File: config.mk
export PLATFORM = sky130hd
export DESIGN_NAME = clock_state_sequencer
export DESIGN_NICKNAME = d
export VERILOG_FILES = /design/src/clock_seq_pkg.sv /design/src/latency_if.sv /design/src/clock_state_sequencer.sv /design/src/latency_timer.sv
export SDC_FILE = /design/constraint.sdc
export NUM_CORES = 1
export LEC_CHECK = 0
export BUFFER_PORTS_ARGS = -buffer_cell sky130_fd_sc_hd__buf_2
export CORE_MARGIN = 1
export CORE_UTILIZATION = 60
export DETAILED_ROUTE_END_ITERATION = 12
export PLACE_DENSITY = 0.86
export SETUP_SLACK_MARGIN = 0.02
export SYNTH_ARGS = -nofsm -noshare
export SYNTH_HDL_FRONTEND = slang
export SYNTH_SLANG_ARGS = --single-unit
export TNS_END_PERCENT = 50
File: constraint.sdc
create_clock -name clk_in -period 3.19 [get_ports clk_in]
set_input_delay 0.319 -clock clk_in [delete_from_list [all_inputs] [get_ports clk_in]]
set_output_delay 0.319 -clock clk_in [all_outputs]
set_load 0.1 [all_outputs]
File: src/clock_seq_pkg.sv
// shared constants and types for the clock state sequencer
// assumes a single 40 MHz clock domain
`default_nettype none
package clock_seq_pkg;
    // ************************************************************
    // clock and latency figures
    // ************************************************************
    localparam int unsigned CLK_HZ = 40000000;
    localparam int unsigned POWERUP_MS = 3;
    localparam int unsigned MULT_MS = 1;
    localparam int unsigned CTL_MS = 3;
    localparam int unsigned POWERDN_MS = 1;
    localparam int unsigned LOOP_LOCK_MS = 5;
    localparam int unsigned GLITCH_FREE_NS = 10;
    localparam int unsigned STOP_DISABLE_NS = 5;
    localparam int unsigned PHASE_RESTORE_OUT_CYCLES = 20;
    // slowest output clock period in ps, for converting output cycles to system clock cycles
    localparam int unsigned OUT_PERIOD_MAX_PS = 3750;
    localparam int unsigned CLK_PERIOD_PS = 25000;
    localparam int unsigned CNT_W = 20;

    // ns times round down, never below one cycle
    localparam int unsigned POWERUP_CYC = POWERUP_MS * (CLK_HZ / 1000);
    localparam int unsigned MULT_CYC = MULT_MS * (CLK_HZ / 1000);
    localparam int unsigned CTL_CYC = CTL_MS * (CLK_HZ / 1000);
    localparam int unsigned POWERDN_CYC = POWERDN_MS * (CLK_HZ / 1000);
    localparam int unsigned LOOP_LOCK_CYC = LOOP_LOCK_MS * (CLK_HZ / 1000);
    localparam int unsigned GLITCH_FREE_CYC_RAW = (GLITCH_FREE_NS * 1000) / CLK_PERIOD_PS;
    localparam int unsigned GLITCH_FREE_CYC = (GLITCH_FREE_CYC_RAW < 1) ? 1 : GLITCH_FREE_CYC_RAW;
    localparam int unsigned PHASE_RESTORE_CYC_RAW =
        (PHASE_RESTORE_OUT_CYCLES * OUT_PERIOD_MAX_PS) / CLK_PERIOD_PS;
    localparam int unsigned PHASE_RESTORE_CYC = (PHASE_RESTORE_CYC_RAW < 1) ? 1 : PHASE_RESTORE_CYC_RAW;

    // ************************************************************
    // mode select encodings {high, low}
    // ************************************************************
    localparam logic [1:0] MODE_NORMAL = 2'h0;
    localparam logic [1:0] MODE_HIZ = 2'h2;
    localparam logic [1:0] MODE_BYPASS = 2'h1;
    localparam logic [1:0] MODE_TEST = 2'h3;

    typedef enum logic [1:0] {SRC_PHASE, SRC_LOOP, SRC_REF, SRC_NONE} out_source_e;
    typedef enum logic [2:0] {ST_POWER_DOWN, ST_POWERING_UP, ST_RUN, ST_GOING_DOWN} seq_state_e;
    typedef enum logic [1:0] {DRV_GROUND, DRV_HIZ, DRV_ON} drive_e;
endpackage
`default_nettype wire

File: src/latency_if.sv
// carries one latency timer request and its done flag
// assumes the single sequencer clock
`default_nettype none
interface latency_if;
    import clock_seq_pkg::*;
    logic start;
    logic [CNT_W+1:0] load;
    logic done;
    modport owner (output start, output load, input done);
    modport timer (input start, input load, output done);
endinterface
`default_nettype wire

File: src/clock_state_sequencer.sv
// clock state sequencer: decodes power-down, stop, mode and ratio pins
// into output drive, source and settled indications
// assumes all pins synchronous to clk_in; reset stands in for supply power-up
`default_nettype none
// Contract
// - power_down_n low forces power-down, source off, outputs grounded, ignoring stop.
// - leaving power-down, loop and clock settled within 3 ms.
// - after supply power-up, clock settled within 3 ms in any state; the code stays in power-down until power_down_n is high.
// - ratio select change in normal resettles output within 1 ms.
// - stop release gives glitch-free edges within 10 ns; the code raises glitch_free_out on the third clock edge after the release.
// - phase restored within 50 ps inside 20 output cycles of stop release.
// - before glitch-free point output undefined, afterwards enabled and glitch-free.
// - stop falling in normal disables outputs within 5 ns; the code drops the drivers on the next 25 ns clock edge.
// - outputs stay high impedance for all of clock stop.
// - mode select change normal/test resettles output within 3 ms.
// - from normal or stop, fully powered down within 1 ms.
// - distributed loop reaches phase tolerance within 5 ms after settling.
// - mode 00 normal, 01 high impedance, 10 bypass, 11 test; the code decodes {high, low} 01 as bypass and 10 as high impedance.
// - output may glitch while any state transition is in progress.
module clock_state_sequencer
    import clock_seq_pkg::*;
(
    input wire logic clk_in,                    // 40 MHz system clock
    input wire logic nrst_in,                   // sync reset, active low
    input wire logic ce_in,                     // clock enable, freezes state when low
    input wire logic power_down_n_in,           // power-down request, active low
    input wire logic output_stop_n_in,          // output stop request, active low
    input wire logic mode_select_low_in,        // mode select bit 0
    input wire logic mode_select_high_in,       // mode select bit 1
    input wire logic ratio_select_low_in,       // multiplier select bit 0
    input wire logic ratio_select_high_in,      // multiplier select bit 1
    output logic source_on_out,                 // internal loop and clock source running
    output logic output_enable_n_out,           // output drivers enabled, active low
    output logic output_ground_out,             // outputs pulled to ground
    output clock_seq_pkg::out_source_e out_source_out, // which clock feeds the outputs
    output logic clock_settled_out,             // output or internal clock settled
    output logic glitch_free_out,               // output edges guaranteed glitch-free
    output logic phase_restored_out,            // output phase back within tolerance
    output logic loop_locked_out,               // distributed loop lock time elapsed
    output logic in_power_down_out              // fully in power-down
);
    // ************************************************************
    // decoding
    // ************************************************************
    function automatic out_source_e decode_mode(input logic [1:0] sel);
        case (sel)
            MODE_NORMAL: decode_mode = SRC_PHASE;
            MODE_BYPASS: decode_mode = SRC_LOOP;
            MODE_TEST: decode_mode = SRC_REF;
            default: decode_mode = SRC_NONE;
        endcase
    endfunction

    function automatic logic [CNT_W+1:0] cyc(input int unsigned n);
        cyc = n[CNT_W+1:0];
    endfunction

    // ************************************************************
    // state
    // ************************************************************
    typedef struct packed
    {
        seq_state_e st;
        logic [1:0] mode;
        logic [1:0] ratio;
        logic stop_n;
        logic settled;
        logic glitch_free;
        logic restored;
        logic locked;
        logic source_on;
        logic oe_n;
        logic ground;
        out_source_e src;
        logic pd;
    } seq_s;
    seq_s state_reg;
    seq_s state_next;

    // ************************************************************
    // latency timers
    // ************************************************************
    // four timers: main transition, stop release glitch window, phase restore, loop lock
    latency_if main_lat();
    latency_if glitch_lat();
    latency_if phase_lat();
    latency_if lock_lat();

    latency_timer main_timer
    (
        .clk_in(clk_in),
        .nrst_in(nrst_in),
        .ce_in(ce_in),
        .lat(main_lat)
    );
    latency_timer glitch_timer
    (
        .clk_in(clk_in),
        .nrst_in(nrst_in),
        .ce_in(ce_in),
        .lat(glitch_lat)
    );
    latency_timer phase_timer
    (
        .clk_in(clk_in),
        .nrst_in(nrst_in),
        .ce_in(ce_in),
        .lat(phase_lat)
    );
    latency_timer lock_timer
    (
        .clk_in(clk_in),
        .nrst_in(nrst_in),
        .ce_in(ce_in),
        .lat(lock_lat)
    );

    logic [1:0] mode_in;
    logic [1:0] ratio_in;
    assign mode_in = {mode_select_high_in, mode_select_low_in};
    assign ratio_in = {ratio_select_high_in, ratio_select_low_in};

    // ************************************************************
    // next state
    // ************************************************************
    always_comb
    begin
        state_next = state_reg;
        main_lat.start = 1'b0;
        main_lat.load = '0;
        glitch_lat.start = 1'b0;
        glitch_lat.load = cyc(GLITCH_FREE_CYC);
        phase_lat.start = 1'b0;
        phase_lat.load = cyc(PHASE_RESTORE_CYC);
        lock_lat.start = 1'b0;
        lock_lat.load = cyc(LOOP_LOCK_CYC);
        state_next.stop_n = output_stop_n_in;
        state_next.ratio = ratio_in;
        case (state_reg.st)
            ST_POWER_DOWN:
            begin
                // selects may change here, so track them freely
                state_next.mode = mode_in;
                state_next.source_on = 1'b0;
                state_next.ground = 1'b1;
                state_next.oe_n = 1'b1;
                state_next.settled = 1'b0;
                state_next.pd = 1'b1;
                if (power_down_n_in)
                begin
                    state_next.st = ST_POWERING_UP;
                    state_next.pd = 1'b0;
                    state_next.source_on = 1'b1;
                    state_next.ground = 1'b0;
                    main_lat.start = 1'b1;
                    main_lat.load = cyc(POWERUP_CYC);
                end
            end
            ST_POWERING_UP:
            begin
                if (!power_down_n_in)
                begin
                    state_next.st = ST_GOING_DOWN;
                    main_lat.start = 1'b1;
                    main_lat.load = cyc(POWERDN_CYC);
                end
                else if (main_lat.done && !main_lat.start)
                begin
                    // settled only after the full latency has run out
                    state_next.st = ST_RUN;
                    state_next.settled = 1'b1;
                    lock_lat.start = 1'b1;
                end
            end
            ST_RUN:
            begin
                if (!power_down_n_in)
                begin
                    state_next.st = ST_GOING_DOWN;
                    state_next.settled = 1'b0;
                    main_lat.start = 1'b1;
                    main_lat.load = cyc(POWERDN_CYC);
                end
                else if (mode_in != state_reg.mode || ratio_in != state_reg.ratio)
                begin
                    // hot change: glitches allowed until the resettle time passes
                    state_next.mode = mode_in;
                    state_next.st = ST_POWERING_UP;
                    state_next.settled = 1'b0;
                    main_lat.start = 1'b1;
                    main_lat.load = (mode_in != state_reg.mode) ? cyc(CTL_CYC) : cyc(MULT_CYC);
                end
            end
            ST_GOING_DOWN:
            begin
                // power-down is already asked, so the selects may move here too
                state_next.mode = mode_in;
                state_next.oe_n = 1'b1;
                if (power_down_n_in)
                begin
                    state_next.st = ST_POWERING_UP;
                    state_next.source_on = 1'b1;
                    state_next.ground = 1'b0;
                    main_lat.start = 1'b1;
                    main_lat.load = cyc(POWERUP_CYC);
                end
                else if (main_lat.done && !main_lat.start)
                begin
                    state_next.st = ST_POWER_DOWN;
                    state_next.pd = 1'b1;
                end
                else
                begin
                    // drivers and source off at once; power-down is flagged when the window runs out
                    state_next.source_on = 1'b0;
                    state_next.ground = 1'b1;
                end
            end
            default:
            begin
                state_next.st = ST_POWER_DOWN;
            end
        endcase

        // source and drivers drop on the first edge of a request, whatever state it meets
        if (!power_down_n_in)
        begin
            state_next.source_on = 1'b0;
            state_next.ground = 1'b1;
            state_next.oe_n = 1'b1;
        end

        state_next.src = decode_mode(state_next.mode);
        if (state_next.st != ST_POWER_DOWN && state_next.st != ST_GOING_DOWN)
        begin
            // stop low or mode 10 leaves the drivers off; outputs float
            state_next.oe_n = !output_stop_n_in || state_next.src == SRC_NONE;
        end

        // stop release: undefined window, then glitch-free, then phase restored
        if (output_stop_n_in && !state_reg.stop_n)
        begin
            glitch_lat.start = 1'b1;
            phase_lat.start = 1'b1;
            state_next.glitch_free = 1'b0;
            state_next.restored = 1'b0;
        end
        else if (!output_stop_n_in || state_next.oe_n)
        begin
            state_next.glitch_free = 1'b0;
            state_next.restored = 1'b0;
        end
        else
        begin
            state_next.glitch_free = glitch_lat.done && state_next.settled;
            state_next.restored = phase_lat.done && state_next.settled;
        end
        state_next.locked = state_next.settled && lock_lat.done && !lock_lat.start;
    end

    // ************************************************************
    // registers
    // ************************************************************
    always_ff @(posedge clk_in)
    begin
        if (!nrst_in)
        begin
            state_reg <= '{
                st: ST_POWER_DOWN,
                mode: MODE_NORMAL,
                ratio: 2'h0,
                // idle level of the stop pin, so leaving reset is not taken as a release
                stop_n: 1'b1,
                settled: 1'b0,
                glitch_free: 1'b0,
                restored: 1'b0,
                locked: 1'b0,
                source_on: 1'b0,
                oe_n: 1'b1,
                ground: 1'b1,
                src: SRC_PHASE,
                pd: 1'b1
            };
        end
        else if (ce_in)
        begin
            state_reg <= state_next;
        end
    end

    assign source_on_out = state_reg.source_on;
    assign output_enable_n_out = state_reg.oe_n;
    assign output_ground_out = state_reg.ground;
    assign out_source_out = state_reg.src;
    assign clock_settled_out = state_reg.settled;
    assign glitch_free_out = state_reg.glitch_free;
    assign phase_restored_out = state_reg.restored;
    assign loop_locked_out = state_reg.locked;
    assign in_power_down_out = state_reg.pd;
endmodule
`default_nettype wire

File: src/latency_timer.sv
// down counter that flags when a loaded latency has elapsed
// assumes clock enable gates all state
`default_nettype none
module latency_timer
    import clock_seq_pkg::*;
(
    input wire logic clk_in,       // system clock
    input wire logic nrst_in,      // sync reset, active low
    input wire logic ce_in,        // clock enable
    latency_if.timer lat           // request side
);
    typedef struct packed
    {
        logic [CNT_W+1:0] count;
        logic done;
    } timer_s;
    timer_s state_reg;
    timer_s state_next;

    always_comb
    begin
        state_next = state_reg;
        if (lat.start)
        begin
            state_next.count = lat.load;
            state_next.done = 1'b0;
        end
        else if (state_reg.count > 1)
        begin
            state_next.count = state_reg.count - 1'b1;
        end
        else
        begin
            state_next.count = '0;
            state_next.done = 1'b1;
        end
    end

    always_ff @(posedge clk_in)
    begin
        if (!nrst_in)
        begin
            state_reg <= '0;
        end
        else if (ce_in)
        begin
            state_reg <= state_next;
        end
    end

    assign lat.done = state_reg.done;
endmodule
`default_nettype wire

* Word level (Yosys, flattened, before mapping) *
Cells that the tools add are included.

cells by class
  $add $sub $neg = 4
  order comparisons = 4
  equal/unequal tests = 16
  multiplexer cells = 51
  reductions and logical operators = 23

operators with widths
  cell                   count
  $mux 22                5
  $mux 23                4
  $gt 22x1->1 const B    4
  $sub 22x1->22 const B  4
  $pmux 22 s3            1
  $mux 17                3
  $mux 3                 8
  $mux 1                 19
  $mux 16                1
  $ne 2x2->1 const B     6
  $pmux 3 s4             1
  $reduce_and 2->1       5
  $eq 3x2->1 const B     2
  $logic_and 1x1->1      6
  $mux 2                 3
  $pmux 1 s3             2
  $pmux 2 s3             1
  $mux 5                 1
  $eq 2x2->1 const B     2
  $ne 2x2->1             2
  $pmux 2 s2             1
  $reduce_and 4->1       1
  $eq 3x1->1 const B     1
  $logic_not 1->1        3
  other kinds (10)       12

word-level totals
  register bits = 110
  output and inout port bits = 10
  logic and storage cells = 119

* Logic depth before layout (Yosys ltp) *
Gate-level depths: netlist of the first run.

  depth after elaboration = 13
  gate-level depth with buffers = 11
  mapped depth without buffers = 9

* By module *
Synthesis of the first run repeated with hierarchy kept, for this count alone.

second synthesis, totals
  cell total of the unflattened synthesis = 910
  area, all modules = 7267.0 um^2

modules (own cells, without submodules)
  module                            instances  cells each  area each (um^2)  sequential area each (um^2)
  latency_timer (glitch_timer ...)  2          197         1581.5            460.4
  latency_timer (main_timer ...)    2          194         1531.5            460.4
  clock_state_sequencer             1          128         1041.0            340.3

* Worst setup path before layout of the first run *
No wires, ideal clock.

  kind = flip-flop to flip-flop
  from = register phase_timer.state_reg[9] (netlist name)
  to = register phase_timer.state_reg[17] (netlist name)
  setup time = 69 ps
  data arrival time = 2324 ps
  data required time = 3121 ps
  path slack = 797 ps
  cell stages (with the launch flop) = 8
  buffers on the path = 2
  period minus slack after synthesis = 2393 ps
  cell sequence = dfxtp_1 or4_1 buf_2 or3_4 buf_6 or4_4 or3_1 o21ai_1

on the way
  longest elaborated chain between the ends = 3
  elaborated cells on any way between the ends = 4
  classes of those cells = 1 x add/sub; 1 x order compare; 2 x mux

ends and longest elaborated chain
  what                                          RTL line                                  text
  from (decl)                                   latency_timer.sv:17                       timer_s state_reg;
  from (signal assigned)                        latency_timer.sv:47                       state_reg <= state_next;
  $sub 22x1->22 or $gt 22x1->1 (tied branches)  latency_timer.sv:30, latency_timer.sv:28
  $mux 22 (*)                                   latency_timer.sv:28                       else if (state_reg.count > 1)
  $mux 23 (*)                                   latency_timer.sv:23                       if (lat.start)

Mark *: on every way between the ends. The rest lies on a longest branch, timed or not.
A chain may end at the register's enable or synchronous reset.

* Worst setup path in the final report of the first run *
  from = register phase_timer.state_reg[15] (netlist name)
  to = register phase_timer.state_reg[16] (netlist name)

The elaborated chain is that of the path after synthesis.

==> summary.md, run 1 <==
| Metric | Value |
|---|---|
| Cell area after placement | `5890 um2` |
| Antenna Diode Count | `0` |
| DRC violation total after the first TritonRoute iteration | `285` |
| Worst-case clock buffer depth | `2` |
| Initial antenna violation count | `0` |
| Min-Delay Endpoint | `state_reg[11]` |
| Die Y | `99.6 um` |
| Post-layout nets | `713` |
| Net Sw Power | `2630 uW` |
| Synth async-reset ratio | `0` |
| Detailed-route vias per instance | `6.40` |
| Arithmetic-cell share of the synthesized area counting full adders, half adders and majority gates | `0.0219` |
| Share of the synthesized area in the top cell type | `0.385` |
| Category of the critical setup timing path | `register to register` |
| Pin count of the biggest net entering global routing | `37` |
| Cell mode on critical path | `sky130_fd_sc_hd__or4_1` |
| Global-route wire length before repair | `22700 um` |
| Mapped Nets | `712` |
| Final Hold Fails | `0` |
| Final Critical Period | `2790 ps` |
| TritonCTS buffer count | `9` |
| Area enclosed by the die boundary | `9930 um2` |
| Sequential-to-total area share from yosys stat | `0.385` |
| Fraction of final layout cells with drive strength greater than 1 | `0.0887` |
| DRT antenna net count | `0` |
| I/O pin count | `19` |
| Required time worst endpoint | `3470 ps` |
| Period Utilization, post-route | `0.873` |
| CORE AREA | `9240 um2` |
| Area fraction in and, or, nand and nor cells after synthesis | `0.266` |
| CTS tree | `done` |
| Distinct cell type count of the synthesized netlist | `67` |
| Detailed-route DRC error count | `0` |
| Maximum achievable frequency | `359 MHz` |
| Fraction of power consumed by the clock network | `0.145` |
| Actual slew at the worst max-slew pin | `857 ps` |
| Count of buffers added by post-CTS timing repair for setup | `0` |
| Cell depth of the worst min-delay path | `3` |
| Number of buffers added to fix hold violations after cts | `0` |
| Lkg Pwr | `0.00232 uW` |
| Number of failing setup endpoints in the final timing report | `0` |
| Run status | `complete, no violations` |
| Number of cells upsized or downsized after cts | `0` |
| Unrepaired setup endpoints after global routing | `no` |
| Clock-pin slew on the worst setup and hold paths | `110 ps` |
| Cell types with the largest area share after synthesis | `sky130_fd_sc_hd__dfxtp_1 38%, sky130_fd_sc_hd__nor2_1 4.8%, sky130_fd_sc_hd__xnor2_1 4.1%` |
| Vias in the first global route | `5000` |
| Critical path cell sequence | `or4_1 > or4_1 > o31ai_4 > o21ai_0 > a22o_1` |
| Critical-path cell with the highest stage delay | `sky130_fd_sc_hd__or4_1` |
| FF-to-FF path depth | `5` |
| Total via count after detailed routing | `5300` |
| Kind of path behind the tightest hold check | `primary input to register` |
| Arrival time of the worst setup path | `3060 ps` |
| Setup Total Neg Slack | `0 ps` |
| Synth Instances | `693` |
| Synth Cell Area | `5720 um2` |
| Startpoint of the most critical hold path | `ratio_select_low_in` |
| Die width | `99.6 um` |
| Synth Area in XOR/XNOR | `0.0582` |
| Max stage delay on crit path | `640 ps` |
| Growth of design area from synthesis to finish | `6.43%` |
| Buffer and inverter count on the worst path | `0` |
| Worst R2R End | `phase_timer.state_reg[16]` |
| Final weighted congestion of routability-driven global placement | `0.882` |
| Design internal power | `3310 uW` |
| Gate power share | `0.490` |
| Sequential Power Share | `0.365` |
| TritonCTS sink count | `110` |
| Post-synthesis sequential element count | `110` |
| Congestion Overflow GR | `0` |
| Type of origin of the critical path | `register` |
| H-tree levels | `3` |
| Number of rows in the core area | `35` |
| Clk Tree Root Cell | `sky130_fd_sc_hd__clkbuf_8` |
| MaxCap Viol Count | `0` |
| Final HPWL from detailed placement | `8990 um` |
| Dominant combinational cell family by area after synthesis | `simple AND/OR/NAND/NOR gates` |
| Number of enable flip-flop cells after synthesis | `0` |
| Starting utilization of the core area | `0.619` |
| Max-slew violation count | `0` |
| Share of the synthesized area in compound gates (AO/OA/AOI/OAI) | `0.204` |
| First drt pass iteration count | `7` |
| Synthesized area divided by synthesized cell count | `8.25 um2` |
| Gr usage total | `0.279` |
| Crit path max fanout | `18` |
| Startpoint of the most critical register-to-register path | `phase_timer.state_reg[15]` |
| Flop2flop setup slack | `400 ps` |
| Input/output buffers | `18` |
| Maximum VDD drop | `0.531 mV` |
| Leading register cell type out of synthesis | `sky130_fd_sc_hd__dfxtp_1` |
| Sum of routed wire length over all layers | `13100 um` |
| Final instance area | `6090 um2` |
| Relative slew margins | `0.424` |
| Kind of capture point of the worst setup path | `register` |
| Share of cell area taken by muxes after synthesis | `0.0212` |
| Clock latency on the worst-skew pair | `370 ps` |
| Power per standard cell area | `975 nW/um2` |
| Per-cell routed wire length | `15.8 um` |
| Switching power share of the total | `0.443` |
| Count of warnings emitted by yosys | `0` |
| Kind of cell with the highest combined delay on the critical path | `simple AND/OR/NAND/NOR gates` |
| Most area-hungry cell type in the Yosys netlist | `sky130_fd_sc_hd__dfxtp_1` |
| Worst clock skew | `9.04 ps` |
layout make-up:
type / count / area [um2]
clock buffer: 10 / 128
sequential: 110 / 2200
timing repair buffer: 30 / 180
inverter: 21 / 78.8
fill: 755 / 3150
tap: 129 / 161
clock inverter: 6 / 71.3
multi-input combinational: 522 / 3270
cells in the final DEF (no fill, tap or decap), types with 5 or more instances in the layout:
cell type,instances
sky130_fd_sc_hd__nor2_1,73
sky130_fd_sc_hd__nor2b_1,5
sky130_fd_sc_hd__a21oi_1,40
sky130_fd_sc_hd__o31ai_1,8
sky130_fd_sc_hd__o21ai_0,38
sky130_fd_sc_hd__nand2b_1,8
sky130_fd_sc_hd__inv_1,21
sky130_fd_sc_hd__a22o_1,5
sky130_fd_sc_hd__o22ai_1,5
sky130_fd_sc_hd__a311oi_1,7
sky130_fd_sc_hd__nor4_1,24
sky130_fd_sc_hd__o211a_1,5
sky130_fd_sc_hd__buf_4,12
sky130_fd_sc_hd__nor3_1,35
sky130_fd_sc_hd__mux2i_1,11
sky130_fd_sc_hd__nand2_1,51
sky130_fd_sc_hd__buf_2,18
sky130_fd_sc_hd__nand3_1,17
sky130_fd_sc_hd__a31oi_1,14
sky130_fd_sc_hd__clkbuf_8,9
sky130_fd_sc_hd__nand4_1,12
sky130_fd_sc_hd__xor2_1,11
sky130_fd_sc_hd__ha_1,10
sky130_fd_sc_hd__or4_1,18
sky130_fd_sc_hd__nor3b_1,9
sky130_fd_sc_hd__a21o_1,12
sky130_fd_sc_hd__xnor2_1,27
sky130_fd_sc_hd__dfxtp_1,110
sky130_fd_sc_hd__o311ai_0,5
sky130_fd_sc_hd__or3_1,9
routing by layer:
metal	vias to the layer above	GRT usage	part of all wire
li1	2556	-	-
met1	2548	0.363	0.44
met2	168	0.466	0.49
met3	28	0.0288	0.049
met4	0	0.132	0.021
met5	-	0	0
how the worst max path moves through the flow:
stage | from | end | slack (ps) | depth (start not counted)
6_report | phase_timer.state_reg[15] | phase_timer.state_reg[16] | 400 | 5
5_1_grt | phase_timer.state_reg[15] | phase_timer.state_reg[9] | 270 | 5
4_1_cts | phase_timer.state_reg[15] | phase_timer.state_reg[9] | 440 | 5
3_5_place_dp | phase_timer.state_reg[15] | phase_timer.state_reg[16] | 460 | 5
3_3_place_gp | phase_timer.state_reg[15] | phase_timer.state_reg[16] | 580 | 5
2_1_floorplan | phase_timer.state_reg[9] | phase_timer.state_reg[17] | 800 | 7
through the flow:
step | setup slack (ps) | hold WS (ps) | util | power (uW) | cells
6_report | 404 | 221 | 0.659 | 5940 | 828
5_1_grt | 275 | 250 | 0.659 | 6360 | 828
4_1_cts | 442 | 214 | 0.659 | 5900 | 828
3_5_place_dp | 458 | 444 | 0.637 | 5030 | 812
3_3_place_gp | 582 | 430 | 0.637 | 4870 | 812
2_1_floorplan | 797 | 431 | - | 4580 | 693
tightest hold or removal path: stages:
cell                      delay (ps)
sky130_fd_sc_hd__buf_2           100
sky130_fd_sc_hd__mux2i_1          60
sky130_fd_sc_hd__nor2_1           80
power groups by stage:
stage	registers, uW	clock network, uW	logic (uW)
5_1_grt	2230	915	3220
3_3_place_gp	2150	0	2720
3_5_place_dp	2180	0	2850
2_1_floorplan	2110	0	2460
4_1_cts	2160	870	2870
6_report	2170	859	2910
cell usage after synthesis, drive strengths merged (10+ instances only):
cell / number
or4: 20
inv: 21
or3: 10
nand2: 51
mux2i: 11
nand4: 12
nor3: 35
xor2: 11
nor2: 73
nor4: 24
clkbuf: 30
a31oi: 15
nand3: 17
buf: 10
a21oi: 40
xnor2: 27
ha: 10
nor3b: 10
dfxtp: 110
a21o: 13
o21ai: 41
logic make-up (layout without fill, tap and decap cells):
family,Yosys count,count (layout)
muxes,12,12
and+or+nand+nor,289,289
adders and majority gates,10,10
AOI/OAI and AO/OA,173,173
DFF,110,110
xor gates and xnor gates,38,38
buffers and inverters,61,67
Power figures use the tool's default switching activity.
==> run 2, diff against run 1 <==
Clock period 3.19 ns to 3.29 ns, I/O delays scaled along.
==> summary.md, run 2 (synthesis gave the netlist of run 1 again) <==
| Metric | Value |
|---|---|
| Final cell utilization of the core | `0.657 (was 0.659)` |
| Number of cells upsized or downsized after cts | `0 (unchanged)` |
| Design internal power | `3180 uW (was 3310 uW)` |
| Cell mode on critical path | `sky130_fd_sc_hd__or4_1 (unchanged)` |
| Critical path cell sequence | `or4_1 > or4_1 > o31ai_4 > o21ai_0 > a22o_1 (unchanged)` |
| Number of buffers added to fix hold violations after cts | `0 (unchanged)` |
| DRC violation total after the first TritonRoute iteration | `271 (was 285)` |
| Die width | `99.6 um (unchanged)` |
| Gate power share | `0.481 (was 0.490)` |
| Most frequent cells in the layout | `110 x sky130_fd_sc_hd__dfxtp_1, 73 x sky130_fd_sc_hd__nor2_1, 51 x sky130_fd_sc_hd__nand2_1 (unchanged)` |
| Final Hold Fails | `0 (unchanged)` |
| MaxCap Viol Count | `0 (unchanged)` |
| Crit path max fanout | `18 (unchanged)` |
| Kind of capture point of the worst setup path | `register (unchanged)` |
| Period Utilization, post-route | `0.846 (was 0.873)` |
| Cell area after placement | `5870 um2 (was 5890 um2)` |
| Growth of design area from synthesis to finish | `6.19% (was 6.43%)` |
| Per-cell routed wire length | `15.7 um (was 15.8 um)` |
| Setup Total Neg Slack | `0 ps (unchanged)` |
| CORE AREA | `9240 um2 (unchanged)` |
| Required time worst endpoint | `3580 ps (was 3470 ps)` |
| Antenna Diode Count | `0 (unchanged)` |
| Lkg Pwr | `0.00231 uW (was 0.00232 uW)` |
| Starting utilization of the core area | `0.619 (unchanged)` |
| Gr usage total | `0.273 (was 0.279)` |
| Category of the critical setup timing path | `register to register (unchanged)` |
| Final HPWL from detailed placement | `8890 um (was 8990 um)` |
| Total power | `5720 uW (was 5940 uW)` |
| Kind of path behind the tightest hold check | `primary input to register (unchanged)` |
| Kind of cell with the highest combined delay on the critical path | `simple AND/OR/NAND/NOR gates (unchanged)` |
| Clock latency on the worst-skew pair | `390 ps (was 370 ps)` |
| Global-route wire length before repair | `22200 um (was 22700 um)` |
| Final instance area | `6070 um2 (was 6090 um2)` |
| Worst clock skew | `19.0 ps (was 9.04 ps)` |
| Final Critical Period | `2780 ps (was 2790 ps)` |
| Most common cell after layout, fill and taps aside | `sky130_fd_sc_hd__dfxtp_1 (unchanged)` |
| Type of origin of the critical path | `register (unchanged)` |
| Die Y | `99.6 um (unchanged)` |
| Critical-path cell with the highest stage delay | `sky130_fd_sc_hd__or4_1 (unchanged)` |
| Fraction of final layout cells with drive strength greater than 1 | `0.0848 (was 0.0887)` |
| Sequential Power Share | `0.369 (was 0.365)` |
| Max-slew violation count | `0 (unchanged)` |
| Sum of routed wire length over all layers | `12900 um (was 13100 um)` |
| Area used by multi-input combinational logic | `3270 um2 (unchanged)` |
| Switching power share of the total | `0.444 (was 0.443)` |
| Initial antenna violation count | `0 (unchanged)` |
| Clock-pin slew on the worst setup and hold paths | `110 ps (about the same)` |
| Final weighted congestion of routability-driven global placement | `0.891 (was 0.882)` |
| TritonCTS sink count | `110 (unchanged)` |
| Arrival time of the worst setup path | `3080 ps (was 3060 ps)` |
| Run status | `complete, no violations (unchanged)` |
| Sequential cell area | `2200 um2 (unchanged)` |
| Detailed-route vias per instance | `6.30 (was 6.40)` |
| Total via count after detailed routing | `5197 (was 5300)` |
| I/O pin count | `19 (unchanged)` |
| Maximum VDD drop | `0.608 mV (was 0.531 mV)` |
| Detailed-route DRC error count | `0 (unchanged)` |
| Input/output buffers | `18 (unchanged)` |
| H-tree levels | `3 (unchanged)` |
| Relative slew margins | `0.457 (was 0.424)` |
| Congestion Overflow GR | `0 (unchanged)` |
| Actual slew at the worst max-slew pin | `807 ps (was 857 ps)` |
| Buffer and inverter count on the worst path | `0 (unchanged)` |
| First drt pass iteration count | `5 (was 7)` |
| Post-layout nets | `710 (was 713)` |
| Unrepaired setup endpoints after global routing | `no (unchanged)` |
| Fraction of power consumed by the clock network | `0.150 (was 0.145)` |
| Number of failing setup endpoints in the final timing report | `0 (unchanged)` |
| Pin count of the biggest net entering global routing | `41 (was 37)` |
| DRT antenna net count | `0 (unchanged)` |
| Net Sw Power | `2540 uW (was 2630 uW)` |
| Clk Tree Root Cell | `sky130_fd_sc_hd__clkbuf_8 (unchanged)` |
| Count of buffers added by post-CTS timing repair for setup | `0 (unchanged)` |
| Max stage delay on crit path | `650 ps (was 640 ps)` |
| Fill cell total of the finished layout | `734 (was 755)` |
| Area enclosed by the die boundary | `9930 um2 (unchanged)` |
| Maximum achievable frequency | `359 MHz (about the same)` |
| Power per standard cell area | `941 nW/um2 (was 975 nW/um2)` |
| Number of rows in the core area | `35 (unchanged)` |
| TritonCTS buffer count | `9 (unchanged)` |
| Worst-case clock buffer depth | `2 (unchanged)` |
| Vias in the first global route | `4883 (was 5000)` |
| CTS tree | `done (unchanged)` |
run 2: routing by layer:
| layer | vias up | routed length (um) | track usage |
|---|---|---|---|
| met2 | 198 | 6250 | 0.461 |
| li1 | 2549 | - | - |
| met1 | 2424 | 5640 | 0.356 |
| met3 | 26 | 817 | 0.0401 |
| met5 | - | 0 | 0 |
| met4 | 0 | 221 | 0.0973 |
run 2: final timing paths:
kind,from,endpoint,slack [ps],cells after the start
setup reg to reg,phase_timer.state_reg[15],phase_timer.state_reg[16],510,5
hold / removal,ratio_select_low_in,state_reg[11],220,3
hold reg to reg,source_on_out,source_on_out,460,2
setup / recovery,phase_timer.state_reg[15],phase_timer.state_reg[16],510,5
run 2: cell type report:
class                           instances  area share
Inverter                               21      0.0130
Timing Repair Buffer                   27      0.0260
Multi-Input combinational cell        522       0.538
Sequential cell                       110       0.363
Tap cell                              129      0.0266
Clock inverter                          6      0.0132
Clock buffer                           10      0.0210
run 2: power groups by stage:
stage	Clock [uW]	Sequential [uW]	Combinational, uW
CTS	865	2100	2720
finish	859	2110	2750
detailed placement	0	2120	2700
global placement	0	2080	2590
global route	913	2170	3050
floorplan	0	2050	2390
run 2: worst min-delay path, delay by kind of cell:
kind / cells / cell delay (ps)
mux: 1 / 60
buf+inv: 1 / 90
simple gates: 1 / 80
run 2: through the flow:
step	hold slack, ps	setup slack, ps	cells
2_1_floorplan	431	897	693
6_report	221	506	825
3_5_place_dp	443	562	809
3_3_place_gp	430	678	809
5_1_grt	245	344	825
4_1_cts	217	547	825
==> run 3, diff against run 2 <==
Clock period 3.29 ns to 2.83 ns, I/O delays scaled along.
==> summary.md, run 3 (synthesis gave the netlist of run 1 again) <==
| Metric | Value |
|---|---|
| Design internal power | `3780 uW (was 3180 uW)` |
| First drt pass iteration count | `5 (unchanged)` |
| Number of failing setup endpoints in the final timing report | `0 (unchanged)` |
| Lkg Pwr | `0.00235 uW (was 0.00231 uW)` |
| Clk Tree Root Cell | `sky130_fd_sc_hd__clkbuf_8 (unchanged)` |
| FF-to-FF path depth | `6 (was 5)` |
| DRT antenna net count | `0 (unchanged)` |
| Die Y | `99.6 um (unchanged)` |
| Maximum VDD drop | `0.599 mV (was 0.608 mV)` |
| Count of buffers added by post-CTS timing repair for setup | `0 (unchanged)` |
| Critical-path cell with the highest stage delay | `sky130_fd_sc_hd__or4_1 (unchanged)` |
| DRC violation total after the first TritonRoute iteration | `262 (was 271)` |
| Maximum achievable frequency | `383 MHz (was 359 MHz)` |
| Global-route wire length before repair | `22000 um (was 22200 um)` |
| Final weighted congestion of routability-driven global placement | `0.864 (was 0.891)` |
| I/O pin count | `19 (unchanged)` |
| Fill cell total of the finished layout | `728 (was 734)` |
| MaxCap Viol Count | `0 (unchanged)` |
| Area enclosed by the die boundary | `9930 um2 (unchanged)` |
| Final HPWL from detailed placement | `8860 um (was 8890 um)` |
| Sequential cell area | `2200 um2 (unchanged)` |
| Post-layout nets | `719 (was 710)` |
| Buffer and inverter count on the worst path | `1 (was 0)` |
| Area used by multi-input combinational logic | `3270 um2 (unchanged)` |
| Detailed-route vias per instance | `6.34 (was 6.30)` |
| Number of rows in the core area | `35 (unchanged)` |
| Final Critical Period | `2610 ps (was 2780 ps)` |
| Input/output buffers | `18 (unchanged)` |
| Type of origin of the critical path | `register (unchanged)` |
| Clock-pin slew on the worst setup and hold paths | `100 ps (was 110 ps)` |
| TritonCTS sink count | `110 (unchanged)` |
| Critical path cell sequence | `or4_1 > or4_1 > o31ai_4 > buf_4 > o21ai_0 > a21o_2 (was or4_1 > or4_1 > o31ai_4 > o21ai_0 > a22o_1)` |
| Starting utilization of the core area | `0.619 (unchanged)` |
| Fraction of power consumed by the clock network | `0.143 (was 0.150)` |
| Die width | `99.6 um (unchanged)` |
| Growth of design area from synthesis to finish | `7.17% (was 6.19%)` |
| Logic depth of the worst path, buffers included | `6 (was 5)` |
| Most frequent cells in the layout | `110 x sky130_fd_sc_hd__dfxtp_1, 73 x sky130_fd_sc_hd__nor2_1, 51 x sky130_fd_sc_hd__nand2_1 (unchanged)` |
| Relative slew margins | `0.452 (was 0.457)` |
| Max stage delay on crit path | `630 ps (was 650 ps)` |
| Category of the critical setup timing path | `register to register (unchanged)` |
| Power per standard cell area | `1100 nW/um2 (was 941 nW/um2)` |
| Actual slew at the worst max-slew pin | `816 ps (was 807 ps)` |
| Gr usage total | `0.270 (was 0.273)` |
| Period Utilization, post-route | `0.922 (was 0.846)` |
| Total power | `6720 uW (was 5720 uW)` |
| Number of buffers added to fix hold violations after cts | `0 (unchanged)` |
| Arrival time of the worst setup path | `2880 ps (was 3080 ps)` |
| Kind of capture point of the worst setup path | `register (unchanged)` |
| Per-cell routed wire length | `15.5 um (was 15.7 um)` |
| Clock latency on the worst-skew pair | `370 ps (was 390 ps)` |
| Kind of path behind the tightest hold check | `primary input to register (unchanged)` |
| Crit path max fanout | `11 (was 18)` |
| Sequential Power Share | `0.364 (was 0.369)` |
| TritonCTS buffer count | `9 (unchanged)` |
| Max-slew violation count | `0 (unchanged)` |
| Final Hold Fails | `0 (unchanged)` |
| Unrepaired setup endpoints after global routing | `no (unchanged)` |
| Antenna Diode Count | `0 (unchanged)` |
| Most common cell after layout, fill and taps aside | `sky130_fd_sc_hd__dfxtp_1 (unchanged)` |
| Worst clock skew | `10.8 ps (was 19.0 ps)` |
| Number of cells upsized or downsized after cts | `0 (unchanged)` |
| Run status | `complete, no violations (unchanged)` |
| Initial antenna violation count | `1 (was 0)` |
| Setup Total Neg Slack | `0 ps (unchanged)` |
| Worst-case clock buffer depth | `2 (unchanged)` |
| Pin count of the biggest net entering global routing | `35 (was 41)` |
| Vias in the first global route | `4987 (was 4883)` |
| Cell depth of the worst min-delay path | `3 (unchanged)` |
| Total via count after detailed routing | `5285 (was 5197)` |
| H-tree levels | `3 (unchanged)` |
| CORE AREA | `9240 um2 (unchanged)` |
| Cell mode on critical path | `sky130_fd_sc_hd__or4_1 (unchanged)` |
| Required time worst endpoint | `3100 ps (was 3580 ps)` |
| Net Sw Power | `2940 uW (was 2540 uW)` |
| Sum of routed wire length over all layers | `13000 um (was 12900 um)` |
| Kind of cell with the highest combined delay on the critical path | `simple AND/OR/NAND/NOR gates (unchanged)` |
| Congestion Overflow GR | `0 (unchanged)` |
| Fraction of final layout cells with drive strength greater than 1 | `0.0965 (was 0.0848)` |
| Gate power share | `0.493 (was 0.481)` |
| CTS tree | `done (unchanged)` |
| Detailed-route DRC error count | `0 (unchanged)` |
| Switching power share of the total | `0.437 (was 0.444)` |
[run 3: cell count changes in the layout (fill, tap and decap cells not counted)]
cell,before,now
sky130_fd_sc_hd__buf_4,9,18
sky130_fd_sc_hd__clkinv_2,0,1
sky130_fd_sc_hd__clkinv_8,1,0
[run 3: layer usage]
layer / wire length [um] / global-route usage
met2: 6190 / 0.443
met3: 865 / 0.0548
met5: 0 / 0
met1: 5600 / 0.347
met4: 314 / 0.115
[run 3: through the flow]
stage	std cells	worst slack (ps)	util	area (um2)	hold slack, ps
floorplan	693	437	-	5720	411
global placement	818	313	0.642	5930	430
detailed placement	818	261	0.642	5930	438
CTS	834	234	0.664	6130	179
global route	834	86.8	0.664	6130	187
finish	834	222	0.664	6130	183
[run 3: area by class of cell]
class                      count  share of cell area
clock inverter                 6              0.0112
sequential                   110               0.359
tap                          129              0.0263
multi-input combinational    522               0.533
inverter                      21              0.0129
timing repair buffer          36              0.0367
clock buffer                  10              0.0208
[run 3: power by group through the flow]
| stage | Combinational (uW) | Sequential [uW] | Clock (uW) |
|---|---|---|---|
| 2_1_floorplan | 2780 | 2380 | 0 |
| 3_3_place_gp | 3120 | 2430 | 0 |
| 3_5_place_dp | 3240 | 2460 | 0 |
| 4_1_cts | 3270 | 2430 | 977 |
| 5_1_grt | 3690 | 2520 | 1020 |
| 6_report | 3310 | 2450 | 961 |
[run 3: final timing paths]
check                                                from                        to  slack, ps
worst max-delay path            phase_timer.state_reg[15]  phase_timer.state_reg[9]        220
worst min-delay path                 ratio_select_high_in             state_reg[12]        180
worst max register to register  phase_timer.state_reg[15]  phase_timer.state_reg[9]        220
worst min register to register              source_on_out             source_on_out        460
[run 3: tightest hold or removal path, stage by stage]
cell and delay, ps:
sky130_fd_sc_hd__buf_2 100, sky130_fd_sc_hd__mux2i_1 60, sky130_fd_sc_hd__nor2_1 70
